===== config.mk =====
export PLATFORM = sky130hd
export DESIGN_NAME = fol_flash_seq
export DESIGN_NICKNAME = d
export VERILOG_FILES = /design/src/logic/fol_pkg.sv /design/src/logic/fol_op_timer.sv /design/src/logic/fol_option_loader.sv /design/src/logic/fol_flash_seq.sv
export SDC_FILE = /design/constraint.sdc
export NUM_CORES = 1
export LEC_CHECK = 0
export ABC_AREA = 1
export BUFFER_PORTS_ARGS = -buffer_cell sky130_fd_sc_hd__buf_2
export CORE_UTILIZATION = 50
export DETAILED_ROUTE_END_ITERATION = 7
export GPL_TIMING_DRIVEN = 0
export HOLD_SLACK_MARGIN = 0.03
export PLACE_DENSITY_LB_ADDON = 0.05
export SYNTH_ARGS = -nofsm -noshare
export SYNTH_HDL_FRONTEND = slang
export SYNTH_HIERARCHICAL = 1
export SYNTH_SLANG_ARGS = --single-unit

===== constraint.sdc =====
create_clock -name clock -period 2.3 [get_ports clock]
set_clock_uncertainty 0.05 [all_clocks]
set_input_delay 0.115 -clock clock [delete_from_list [all_inputs] [get_ports clock]]
set_output_delay 0.115 -clock clock [all_outputs]
set_load 0.01 [all_outputs]

===== src/logic/fol_pkg.sv =====
// shared constants and types for the flash command sequencer and option loader
// assumes a 125 MHz system clock and an axi4-lite register master
package fol_pkg;

    // register byte offsets
    localparam logic [11:0] CMD_OFS       = 12'hFF8;
    localparam logic [11:0] PROG_ADDR_OFS = 12'hFF0;
    localparam logic [11:0] PROG_DATA_OFS = 12'hFF4;

    // command codes
    localparam logic [7:0] CODE_UNLOCK1    = 8'h73;
    localparam logic [7:0] CODE_UNLOCK2    = 8'h8C;
    localparam logic [7:0] CODE_PAGE_ERASE = 8'h95;
    localparam logic [7:0] CODE_MASS_ERASE = 8'h63;
    localparam logic [7:0] CMD_RESET       = 8'h00;

    // option byte location and layout, protection bits are active low so an erased byte is unprotected
    localparam logic [15:0] OPT_ADDR          = 16'h0000;
    localparam logic [15:0] PROG_ADDR_RESET   = 16'h0000;
    localparam int          OPT_WDT_INT_BIT   = 0;
    localparam int          OPT_WDT_RUN_BIT   = 1;
    localparam int          OPT_RD_PROT_N_BIT = 2;
    localparam int          OPT_WP_ALL_N_BIT  = 3;
    localparam int          OPT_WP_LOW_N_BIT  = 4;
    localparam logic [7:0]  OPT_RESET         = 8'hFF;

    // status byte layout
    localparam int ST_STATE_LSB   = 0;
    localparam int ST_BUSY_BIT    = 2;
    localparam int ST_REFUSED_BIT = 3;

    // operation timing
    localparam int CLK_PERIOD_NS       = 8;
    localparam int PROG_TIME_NS        = 40000;
    localparam int PAGE_ERASE_TIME_NS  = 10000000;
    localparam int MASS_ERASE_TIME_NS  = 100000000;
    localparam int PROG_CYCLES         = (PROG_TIME_NS + CLK_PERIOD_NS - 1) / CLK_PERIOD_NS;
    localparam int PAGE_ERASE_CYCLES   = (PAGE_ERASE_TIME_NS + CLK_PERIOD_NS - 1) / CLK_PERIOD_NS;
    localparam int MASS_ERASE_CYCLES   = (MASS_ERASE_TIME_NS + CLK_PERIOD_NS - 1) / CLK_PERIOD_NS;

    localparam logic [1:0] RESP_OKAY   = 2'b00;
    localparam logic [1:0] RESP_SLVERR = 2'b10;

    typedef enum logic [1:0] {SEQ_LOCKED, SEQ_FIRST, SEQ_UNLOCKED, SEQ_BUSY} fol_seq_t;

    typedef struct packed {
        logic [15:0] addr;
        logic [7:0]  wdata;
        logic        prog;
        logic        pageErase;
        logic        massErase;
    } fol_arr_op_t;

    typedef struct packed {
        logic wdtIntMode;
        logic wdtRunAtReset;
        logic readProtect;
        logic progProtectAll;
        logic progProtectLow;
    } fol_opt_t;

endpackage


===== src/logic/fol_op_timer.sv =====
// down counter timing one flash array operation
// assumes start is a one-cycle pulse with a nonzero cycle count
`timescale 1ns/1ns
module fol_op_timer #(
    parameter int CNT_W = 32
) (
    input  wire logic             clock,
    input  wire logic             resetn,
    input  wire logic             start,
    input  wire logic [CNT_W-1:0] cycles,
    output logic                  running,
    output logic                  done
);
    logic [CNT_W-1:0] cnt_r;
    logic             running_r;
    logic             done_r;
    wire              lastCycle = running_r && (cnt_r == CNT_W'(1));

    always_ff @(posedge clock)
    begin
        if (!resetn)
        begin
            cnt_r     <= '0;
            running_r <= 1'b0;
            done_r    <= 1'b0;
        end
        else
        begin
            done_r <= lastCycle;
            if (start)
            begin
                cnt_r     <= cycles;
                running_r <= 1'b1;
            end
            else if (running_r)
            begin
                cnt_r     <= cnt_r - CNT_W'(1);
                running_r <= !lastCycle;
            end
        end
    end

    assign running = running_r;
    assign done    = done_r;
endmodule


===== src/logic/fol_option_loader.sv =====
// reads the option byte from program memory after every reset kind
// assumes the array returns read data one cycle after optRdEn
`timescale 1ns/1ns
module fol_option_loader (
    input  wire logic           clock,
    input  wire logic           resetn,
    input  wire logic           restart,
    input  wire logic [7:0]     arrRdata,
    output logic                optRdEn,
    output logic [15:0]         optRdAddr,
    output fol_pkg::fol_opt_t   options,
    output logic                loading
);
    typedef enum logic [1:0] {LD_ISSUE, LD_WAIT, LD_DONE} fol_ld_t;

    fol_ld_t           st_r;
    logic              rdEn_r;
    fol_pkg::fol_opt_t opt_r;
    logic              loading_r;

    // memory bits for protection are active low so an erased byte leaves code open
    function automatic fol_pkg::fol_opt_t decodeOpt(input logic [7:0] b);
        decodeOpt.wdtIntMode     = b[fol_pkg::OPT_WDT_INT_BIT];
        decodeOpt.wdtRunAtReset  = b[fol_pkg::OPT_WDT_RUN_BIT];
        decodeOpt.readProtect    = !b[fol_pkg::OPT_RD_PROT_N_BIT];
        decodeOpt.progProtectAll = !b[fol_pkg::OPT_WP_ALL_N_BIT];
        decodeOpt.progProtectLow = !b[fol_pkg::OPT_WP_LOW_N_BIT];
    endfunction

    // only this process ever writes opt_r, so a later reprogram waits for a reset
    always_ff @(posedge clock)
    begin
        if (!resetn || restart)
        begin
            st_r      <= LD_ISSUE;
            rdEn_r    <= 1'b0;
            loading_r <= 1'b1;
            // a short reset keeps the old options until the reload lands
            if (!resetn)
                opt_r <= decodeOpt(fol_pkg::OPT_RESET);
        end
        else
        begin
            unique case (st_r)
                LD_ISSUE:
                begin
                    rdEn_r <= 1'b1;
                    st_r   <= LD_WAIT;
                end
                LD_WAIT:
                begin
                    rdEn_r <= 1'b0;
                    if (!rdEn_r)
                    begin
                        opt_r                <= decodeOpt(arrRdata);
                        loading_r            <= 1'b0;
                        st_r                 <= LD_DONE;
                    end
                end
                LD_DONE:
                begin
                    rdEn_r <= 1'b0;
                end
            endcase
        end
    end

    assign optRdEn   = rdEn_r;
    assign optRdAddr = fol_pkg::OPT_ADDR;
    assign options   = opt_r;
    assign loading   = loading_r;
endmodule


===== src/logic/fol_flash_seq.sv =====
// flash command sequencer with axi4-lite registers and reset-time option loading
// assumes a flash array that acts on level op controls and answers reads a cycle later
//
// Chosen here: the AXI4-Lite interface to the registers.
`timescale 1ns/1ns

module fol_flash_seq #(
    parameter int PROG_CYCLES       = fol_pkg::PROG_CYCLES,
    parameter int PAGE_ERASE_CYCLES = fol_pkg::PAGE_ERASE_CYCLES,
    parameter int MASS_ERASE_CYCLES = fol_pkg::MASS_ERASE_CYCLES,
    parameter int PAGE_LSB          = 9
) (
    input  wire logic                  clock,
    input  wire logic                  resetn,
    input  wire logic                  shortResetReq,
    input  wire logic                  stopRecoverReq,
    input  wire logic [11:0]           s_axi_awaddr,
    input  wire logic                  s_axi_awvalid,
    output logic                       s_axi_awready,
    input  wire logic [31:0]           s_axi_wdata,
    input  wire logic [3:0]            s_axi_wstrb,
    input  wire logic                  s_axi_wvalid,
    output logic                       s_axi_wready,
    output logic [1:0]                 s_axi_bresp,
    output logic                       s_axi_bvalid,
    input  wire logic                  s_axi_bready,
    input  wire logic [11:0]           s_axi_araddr,
    input  wire logic                  s_axi_arvalid,
    output logic                       s_axi_arready,
    output logic [31:0]                s_axi_rdata,
    output logic [1:0]                 s_axi_rresp,
    output logic                       s_axi_rvalid,
    input  wire logic                  s_axi_rready,
    output fol_pkg::fol_arr_op_t       arrOp,
    output logic                       optRdEn,
    output logic [15:0]                optRdAddr,
    input  wire logic [7:0]            arrRdata,
    output fol_pkg::fol_opt_t          options,
    output logic                       cpuHoldReset
);
    function automatic logic hitOfs(input logic [11:0] a, input logic [11:0] ofs);
        hitOfs = (a[11:2] == ofs[11:2]);
    endfunction

    logic                 awHeld_r;
    logic                 wHeld_r;
    logic                 awready_r;
    logic                 wready_r;
    logic                 bvalid_r;
    logic [1:0]           bresp_r;
    logic                 arready_r;
    logic                 rvalid_r;
    logic [1:0]           rresp_r;
    logic [31:0]          rdata_r;
    logic [11:0]          awAddr_r;
    logic [7:0]           wByte_r;
    logic [15:0]          wHalf_r;
    logic                 wLane0_r;
    fol_pkg::fol_seq_t    seq_r;
    fol_pkg::fol_seq_t    seq_nxt;
    logic [7:0]           cmdReg_r;
    logic [15:0]          progAddr_r;
    logic [7:0]           progData_r;
    logic                 refused_r;
    fol_pkg::fol_arr_op_t arrOp_r;
    logic                 timerStart_r;
    logic [31:0]          timerCycles_r;
    logic                 timerRunning;
    logic                 timerDone;
    logic                 loading;

    // short reset and stop recovery act like reset on the sequencer, array op and op timer
    wire anyReset = !resetn || shortResetReq || stopRecoverReq;

    // write channel: address and data taken in either order
    wire awTake  = s_axi_awvalid && awready_r;
    wire wTake   = s_axi_wvalid && wready_r;
    wire doWrite = awHeld_r && wHeld_r && !bvalid_r;
    wire bDone   = bvalid_r && s_axi_bready;
    wire wrCmd   = doWrite && wLane0_r && hitOfs(awAddr_r, fol_pkg::CMD_OFS);
    wire wrAddr  = doWrite && hitOfs(awAddr_r, fol_pkg::PROG_ADDR_OFS);
    wire wrData  = doWrite && wLane0_r && hitOfs(awAddr_r, fol_pkg::PROG_DATA_OFS);
    wire wrMapped = hitOfs(awAddr_r, fol_pkg::CMD_OFS) || hitOfs(awAddr_r, fol_pkg::PROG_ADDR_OFS)
                    || hitOfs(awAddr_r, fol_pkg::PROG_DATA_OFS);

    always_ff @(posedge clock)
    begin
        if (!resetn)
        begin
            awHeld_r  <= 1'b0;
            wHeld_r   <= 1'b0;
            awready_r <= 1'b1;
            wready_r  <= 1'b1;
            bvalid_r  <= 1'b0;
            bresp_r   <= fol_pkg::RESP_OKAY;
            awAddr_r  <= 12'h000;
            wByte_r   <= 8'h00;
            wHalf_r   <= 16'h0000;
            wLane0_r  <= 1'b0;
        end
        else
        begin
            if (awTake)
            begin
                awHeld_r  <= 1'b1;
                awready_r <= 1'b0;
                awAddr_r  <= s_axi_awaddr;
            end
            if (wTake)
            begin
                wHeld_r  <= 1'b1;
                wready_r <= 1'b0;
                wByte_r  <= s_axi_wdata[7:0];
                wHalf_r  <= s_axi_wdata[15:0];
                wLane0_r <= s_axi_wstrb[0];
            end
            if (doWrite)
            begin
                bvalid_r <= 1'b1;
                bresp_r  <= wrMapped ? fol_pkg::RESP_OKAY : fol_pkg::RESP_SLVERR;
                awHeld_r <= 1'b0;
                wHeld_r  <= 1'b0;
            end
            if (bDone)
            begin
                bvalid_r  <= 1'b0;
                awready_r <= 1'b1;
                wready_r  <= 1'b1;
            end
        end
    end

    // read channel; option bytes have no address here, so software never sees them
    wire arTake = s_axi_arvalid && arready_r;
    wire [7:0] statusByte = {4'h0, refused_r, (seq_r == fol_pkg::SEQ_BUSY), 2'(seq_r)};
    wire rdCmd  = hitOfs(s_axi_araddr, fol_pkg::CMD_OFS);
    wire rdAddr = hitOfs(s_axi_araddr, fol_pkg::PROG_ADDR_OFS);
    wire rdData = hitOfs(s_axi_araddr, fol_pkg::PROG_DATA_OFS);
    wire [31:0] rdMux = rdCmd  ? {24'h00_0000, statusByte} :
                        rdAddr ? {16'h0000, progAddr_r} :
                        rdData ? {24'h00_0000, progData_r} : 32'h0000_0000;

    always_ff @(posedge clock)
    begin
        if (!resetn)
        begin
            arready_r <= 1'b1;
            rvalid_r  <= 1'b0;
            rresp_r   <= fol_pkg::RESP_OKAY;
            rdata_r   <= 32'h0000_0000;
        end
        else if (arTake)
        begin
            arready_r <= 1'b0;
            rvalid_r  <= 1'b1;
            rdata_r   <= rdMux;
            rresp_r   <= (rdCmd || rdAddr || rdData) ? fol_pkg::RESP_OKAY : fol_pkg::RESP_SLVERR;
        end
        else if (rvalid_r && s_axi_rready)
        begin
            rvalid_r  <= 1'b0;
            arready_r <= 1'b1;
        end
    end

    // protection from the loaded options; the low half counts as the protected part
    wire progBlocked = options.progProtectAll || (options.progProtectLow && !progAddr_r[15]);
    wire isPage      = wrCmd && (wByte_r == fol_pkg::CODE_PAGE_ERASE);
    wire isMass      = wrCmd && (wByte_r == fol_pkg::CODE_MASS_ERASE);
    wire startPage   = (seq_r == fol_pkg::SEQ_UNLOCKED) && isPage && !progBlocked;
    wire startMass   = (seq_r == fol_pkg::SEQ_UNLOCKED) && isMass && !options.progProtectAll;
    wire startProg   = (seq_r == fol_pkg::SEQ_UNLOCKED) && wrData && !progBlocked;
    wire protRefuse  = (seq_r == fol_pkg::SEQ_UNLOCKED) && ((isPage && progBlocked)
                       || (isMass && options.progProtectAll) || (wrData && progBlocked));
    wire startAny    = startPage || startMass || startProg;

    always_comb
    begin
        seq_nxt = seq_r;
        unique case (seq_r)
            fol_pkg::SEQ_LOCKED:
            begin
                if (wrCmd && wByte_r == fol_pkg::CODE_UNLOCK1)
                    seq_nxt = fol_pkg::SEQ_FIRST;
            end
            fol_pkg::SEQ_FIRST:
            begin
                if (wrCmd)
                    seq_nxt = (wByte_r == fol_pkg::CODE_UNLOCK2) ? fol_pkg::SEQ_UNLOCKED : fol_pkg::SEQ_LOCKED;
            end
            fol_pkg::SEQ_UNLOCKED:
            begin
                if (startAny)
                    seq_nxt = fol_pkg::SEQ_BUSY;
                else if (wrCmd || protRefuse)
                    seq_nxt = fol_pkg::SEQ_LOCKED;
            end
            fol_pkg::SEQ_BUSY:
            begin
                // commands during an operation are dropped; byte program keeps the unlock
                if (timerDone)
                    seq_nxt = arrOp_r.prog ? fol_pkg::SEQ_UNLOCKED : fol_pkg::SEQ_LOCKED;
            end
        endcase
    end

    always_ff @(posedge clock)
    begin
        if (anyReset)
        begin
            seq_r     <= fol_pkg::SEQ_LOCKED;
            cmdReg_r  <= fol_pkg::CMD_RESET;
            refused_r <= 1'b0;
        end
        else
        begin
            seq_r <= seq_nxt;
            if (wrCmd && seq_r != fol_pkg::SEQ_BUSY)
                cmdReg_r <= wByte_r;
            if (protRefuse)
                refused_r <= 1'b1;
            else if (startAny)
                refused_r <= 1'b0;
        end
    end

    always_ff @(posedge clock)
    begin
        if (!resetn)
        begin
            progAddr_r <= fol_pkg::PROG_ADDR_RESET;
            progData_r <= 8'h00;
        end
        else if (seq_r != fol_pkg::SEQ_BUSY)
        begin
            if (wrAddr)
                progAddr_r <= wHalf_r;
            if (wrData)
                progData_r <= wByte_r;
        end
    end

    // array op levels held for the whole timed operation
    always_ff @(posedge clock)
    begin
        if (anyReset)
        begin
            arrOp_r       <= '0;
            timerStart_r  <= 1'b0;
            timerCycles_r <= 32'h0000_0000;
        end
        else
        begin
            timerStart_r <= startAny;
            if (startAny)
            begin
                arrOp_r.addr      <= startPage ? {progAddr_r[15:PAGE_LSB], PAGE_LSB'(0)} : progAddr_r;
                arrOp_r.wdata     <= wByte_r;
                arrOp_r.prog      <= startProg;
                arrOp_r.pageErase <= startPage;
                arrOp_r.massErase <= startMass;
                timerCycles_r     <= startProg ? 32'(PROG_CYCLES) :
                                     startPage ? 32'(PAGE_ERASE_CYCLES) : 32'(MASS_ERASE_CYCLES);
            end
            else if (timerDone)
                arrOp_r <= '0;
        end
    end

    fol_op_timer #(
        .CNT_W (32)
    ) u_timer (
        .clock   (clock),
        .resetn  (!anyReset),
        .start   (timerStart_r),
        .cycles  (timerCycles_r),
        .running (timerRunning),
        .done    (timerDone)
    );

    fol_option_loader u_loader (
        .clock     (clock),
        .resetn    (resetn),
        .restart   (shortResetReq || stopRecoverReq),
        .arrRdata  (arrRdata),
        .optRdEn   (optRdEn),
        .optRdAddr (optRdAddr),
        .options   (options),
        .loading   (loading)
    );

    assign s_axi_awready = awready_r;
    assign s_axi_wready  = wready_r;
    assign s_axi_bvalid  = bvalid_r;
    assign s_axi_bresp   = bresp_r;
    assign s_axi_arready = arready_r;
    assign s_axi_rvalid  = rvalid_r;
    assign s_axi_rresp   = rresp_r;
    assign s_axi_rdata   = rdata_r;
    assign arrOp         = arrOp_r;
    assign cpuHoldReset  = loading;
endmodule


==> impl_results.md <==
* Status: completed
* Finished Cell Area at 9370 µm²
* Ranking of synthesized cells by area: dfxtp_1 40%, nand2_1 10%, a21oi_1 5.6%
* Die height at 124 µm
* Final Cycle Share at 92.2%
* Post-Synth Simple-Gate Area at 27.9%
* Synth warn at 6
* Tot GR Track Use at 27.0%
* Worst path max stage delay at 370 ps
* Pleak at 4.17 nW
* I/O Buffers at 107
* Drc violations at 0
* Clock latency on the worst-skew pair at 430 ps
* Via count at 7192
* Rel. slew slack at 46.6%
* Sw power at 1.57 mW
* CP Class: register to register
* CTS tree: done
* Vias/cell at 5.13
* Synthesis-to-finish area growth at 25.1%
* Clk sink count at 156
* Sequential Power Share at 47.2%
* Power per cell area at 637 nW/µm²
* Setup TNS Final at 0 ps
* Fmax achieved at 472 MHz
* Total wire length at 20500 µm
* Core Rows at 44
* Clock Path Buffers at 2
* Internal Pwr Total at 4.40 mW
* Wire length per cell at 14.6 µm
* Hold crit path type: primary input to register
* Final Power at 5.97 mW
* Req. time, crit path at 2610 ps
* #FFs+latches synth at 156
* Post-layout min period at 2120 ps
* Synth area leader: dfxtp_1
* DR iter-0 viols at 528
* Buffers and inverters on the worst path at 1
* DP Wirelength at 15000 µm
* Post-CTS resize count at 0
* Die area at 15500 µm²
* Switching Fraction at 26.3%
* Initial antenna violation count at 0
* Core footprint at 14600 µm²
* First-pass GRT wire length at 33000 µm
* Total setup buffers inserted after CTS at 0
* Share of cells above drive strength 1 at 21.4%
* Placer Congestion at 0.898
* Most used cell, CP: nand2_1
* CP Data Arrival Time at 2430 ps
* Initial core utilization at 51.4%
* Worst setup SP type: register
* ANT nets after route at 0
* Tightest Pin Transition at 792 ps
* Netlist cell types at 52
* Largest net degree at the start of global routing at 18
* VDD IR-drop max at 545 µV
* Hold bufs inserted after CTS at 37
* Critical path's top delay family: simple AND/OR/NAND/NOR gates
* Logic gate share of total power at 7.3%
* Largest family of logic cells by synthesized area: simple AND/OR/NAND/NOR gates
* Multiplexer share of the synthesized area at 0%
* Number of global-route vias before repair at 6606
* Nets at 1286
* Synth Area in Compound Gates at 17.9%
* Mapped Cells at 997
* Router iterations before antenna repair at 6
* Post-Synth XOR/XNOR Area at 1.29%
* IO Pins at 168
* Hold_ws at 60.7 ps
* Clock share of power at 45.5%
* Adder-Cell Fraction of Synth Area at 0.668%
* CP cell instances: inv_2 > nor2_1 > nand2_1 > nor3_1 > nand2_1 > nand2_1 > nand2_2 > a21oi_4 > o21ai_2 > o21ai_1
* Worst path slowest cell: dfxtp_1
* Fillers at 1350
* Final setup fails at 0
* ANT cells at 0
* CP Max Fanout at 8
* Die Width at 124 µm
* Grt total ovfl at 0
* Critical Path End Type: register
* Total CTS buffers at 17
* CTS clk-pin slew, worst paths at 70 ps
* Final Max Tran Viols at 0
* Placed cell area at 8430 µm²
* Final Hold Violating Endpoints at 0
* Syn Std Cell Area at 7490 µm²
* H-tree level count at 4
* RSZ-0062 raised after global routing: no
* Sequential area share after synthesis at 42.3%
* Root Driver: clkbuf_16
* Yosys top cell area share at 40.3%
* Number of max-cap violations at 0
* Avg Cell Area, Syn at 7.52 µm²
cell usage after synthesis, drive strengths merged:
| cell | instances |
|---|---|
| edfxtp | 5 |
| a21oi | 91 |
| nor2 | 138 |
| o21ai | 86 |
| buf | 47 |
| nor3 | 8 |
| a211oi | 9 |
| a21boi | 1 |
| o21bai | 5 |
| o211ai | 1 |
| inv | 87 |
| xor2 | 5 |
| o22ai | 1 |
| a32o | 1 |
| ha | 4 |
| a221oi | 1 |
| or2 | 2 |
| nand3 | 55 |
| a22oi | 25 |
| and2 | 1 |
| clkinv | 1 |
| a41oi | 1 |
| nor4 | 2 |
| clkbuf | 21 |
| conb | 2 |
| nand3b | 1 |
| o311ai | 1 |
| dfxtp | 151 |
| xnor2 | 6 |
| a31oi | 8 |
| nand4 | 12 |
| nor3b | 2 |
| nand2 | 216 |
cell families after synthesis:
logic type | Yosys count
other | 2
and+or+nand+nor | 437
xor gates and xnor gates | 11
AOI/OAI and AO/OA | 231
buffers and inverters | 156
adders and majority gates | 4
DFF | 156
flip-flops by register name, summed over array words and instances (netlist names), 2 cells and up:
name              count
arrOp                27
timerCycles_r         6
u_loader/st_r         2
progData_r            8
progAddr_r           16
u_timer/cnt_r        32
u_loader/options      5
awAddr_r             10
seq_r                 2
s_axi_rdata          16
wByte_r               7
wHalf_r               9
power groups by stage:
| stage | Clock, mW | Combinational (mW) | Sequential (mW) |
|---|---|---|---|
| final | 2.72 | 0.437 | 2.82 |
| after global routing | 2.89 | 0.484 | 2.83 |
| after CTS | 2.77 | 0.429 | 2.82 |
| after detailed placement | 0 | 0.380 | 2.88 |
| after global placement | 0 | 0.377 | 2.88 |
| after floorplan | 0 | 0.251 | 2.88 |
routing by layer:
metal | vias up | track usage (%) | share of wire (%)
li1 | 3647 | - | -
met1 | 3306 | 32.8 | 43
met2 | 209 | 47.2 | 50
met3 | 30 | 5.97 | 4.6
met4 | 0 | 8.65 | 2.1
met5 | - | 0 | 0
path summary, 6_finish.rpt:
path	end	start	cells after the start	slack, ps
max	arrOp[12]$_SDFFE_PN0P_	wHalf_r[7]$_SDFFE_PN0P_	10	180
min	awAddr_r[2]$_SDFFE_PN0P_	s_axi_awvalid	4	60
max reg2reg	arrOp[12]$_SDFFE_PN0P_	wHalf_r[7]$_SDFFE_PN0P_	10	180
min reg2reg	u_loader/loading$_SDFFE_PP1P_	u_loader/loading$_SDFFE_PP1P_	2	400
placed cells by master, fill, tap and decap left out, types with 21 or more instances in the layout:
cell type and n:
o21ai_1 21, dlygate4sd3_1 37, o21ai_0 63, buf_2 117, a21oi_1 84, buf_4 35
conb_1 47, nand3_1 52, inv_1 74, nor2_1 111, nand2_1 200, a22oi_1 25
dfxtp_1 151
metrics by stage:
step	setup slack (ps)	instances	util, %
after floorplan	656	1042	-
after global placement	251	1333	57.8
after detailed placement	268	1333	57.8
after CTS	206	1402	64.3
after global routing	3.97	1402	64.3
final	180	1402	64.3
final cells by class:
class / instances / area, µm² / share of cell area (%)
buffer: 68 / 409 / 4.36
clock inverter: 15 / 149 / 1.59
clock buffer: 17 / 425 / 4.54
inverter: 88 / 330 / 3.52
sequential: 156 / 3170 / 33.8
tap: 184 / 230 / 2.46
timing repair buffer: 144 / 906 / 9.66
multi-input combinational: 730 / 3750 / 40.0
tightest hold or removal path, cell delays in order:
cell     delay (ps)
buf_2            80
nand2_1          80
o21ai_0         170
a21oi_1          40
Power figures use the tool's default switching activity.
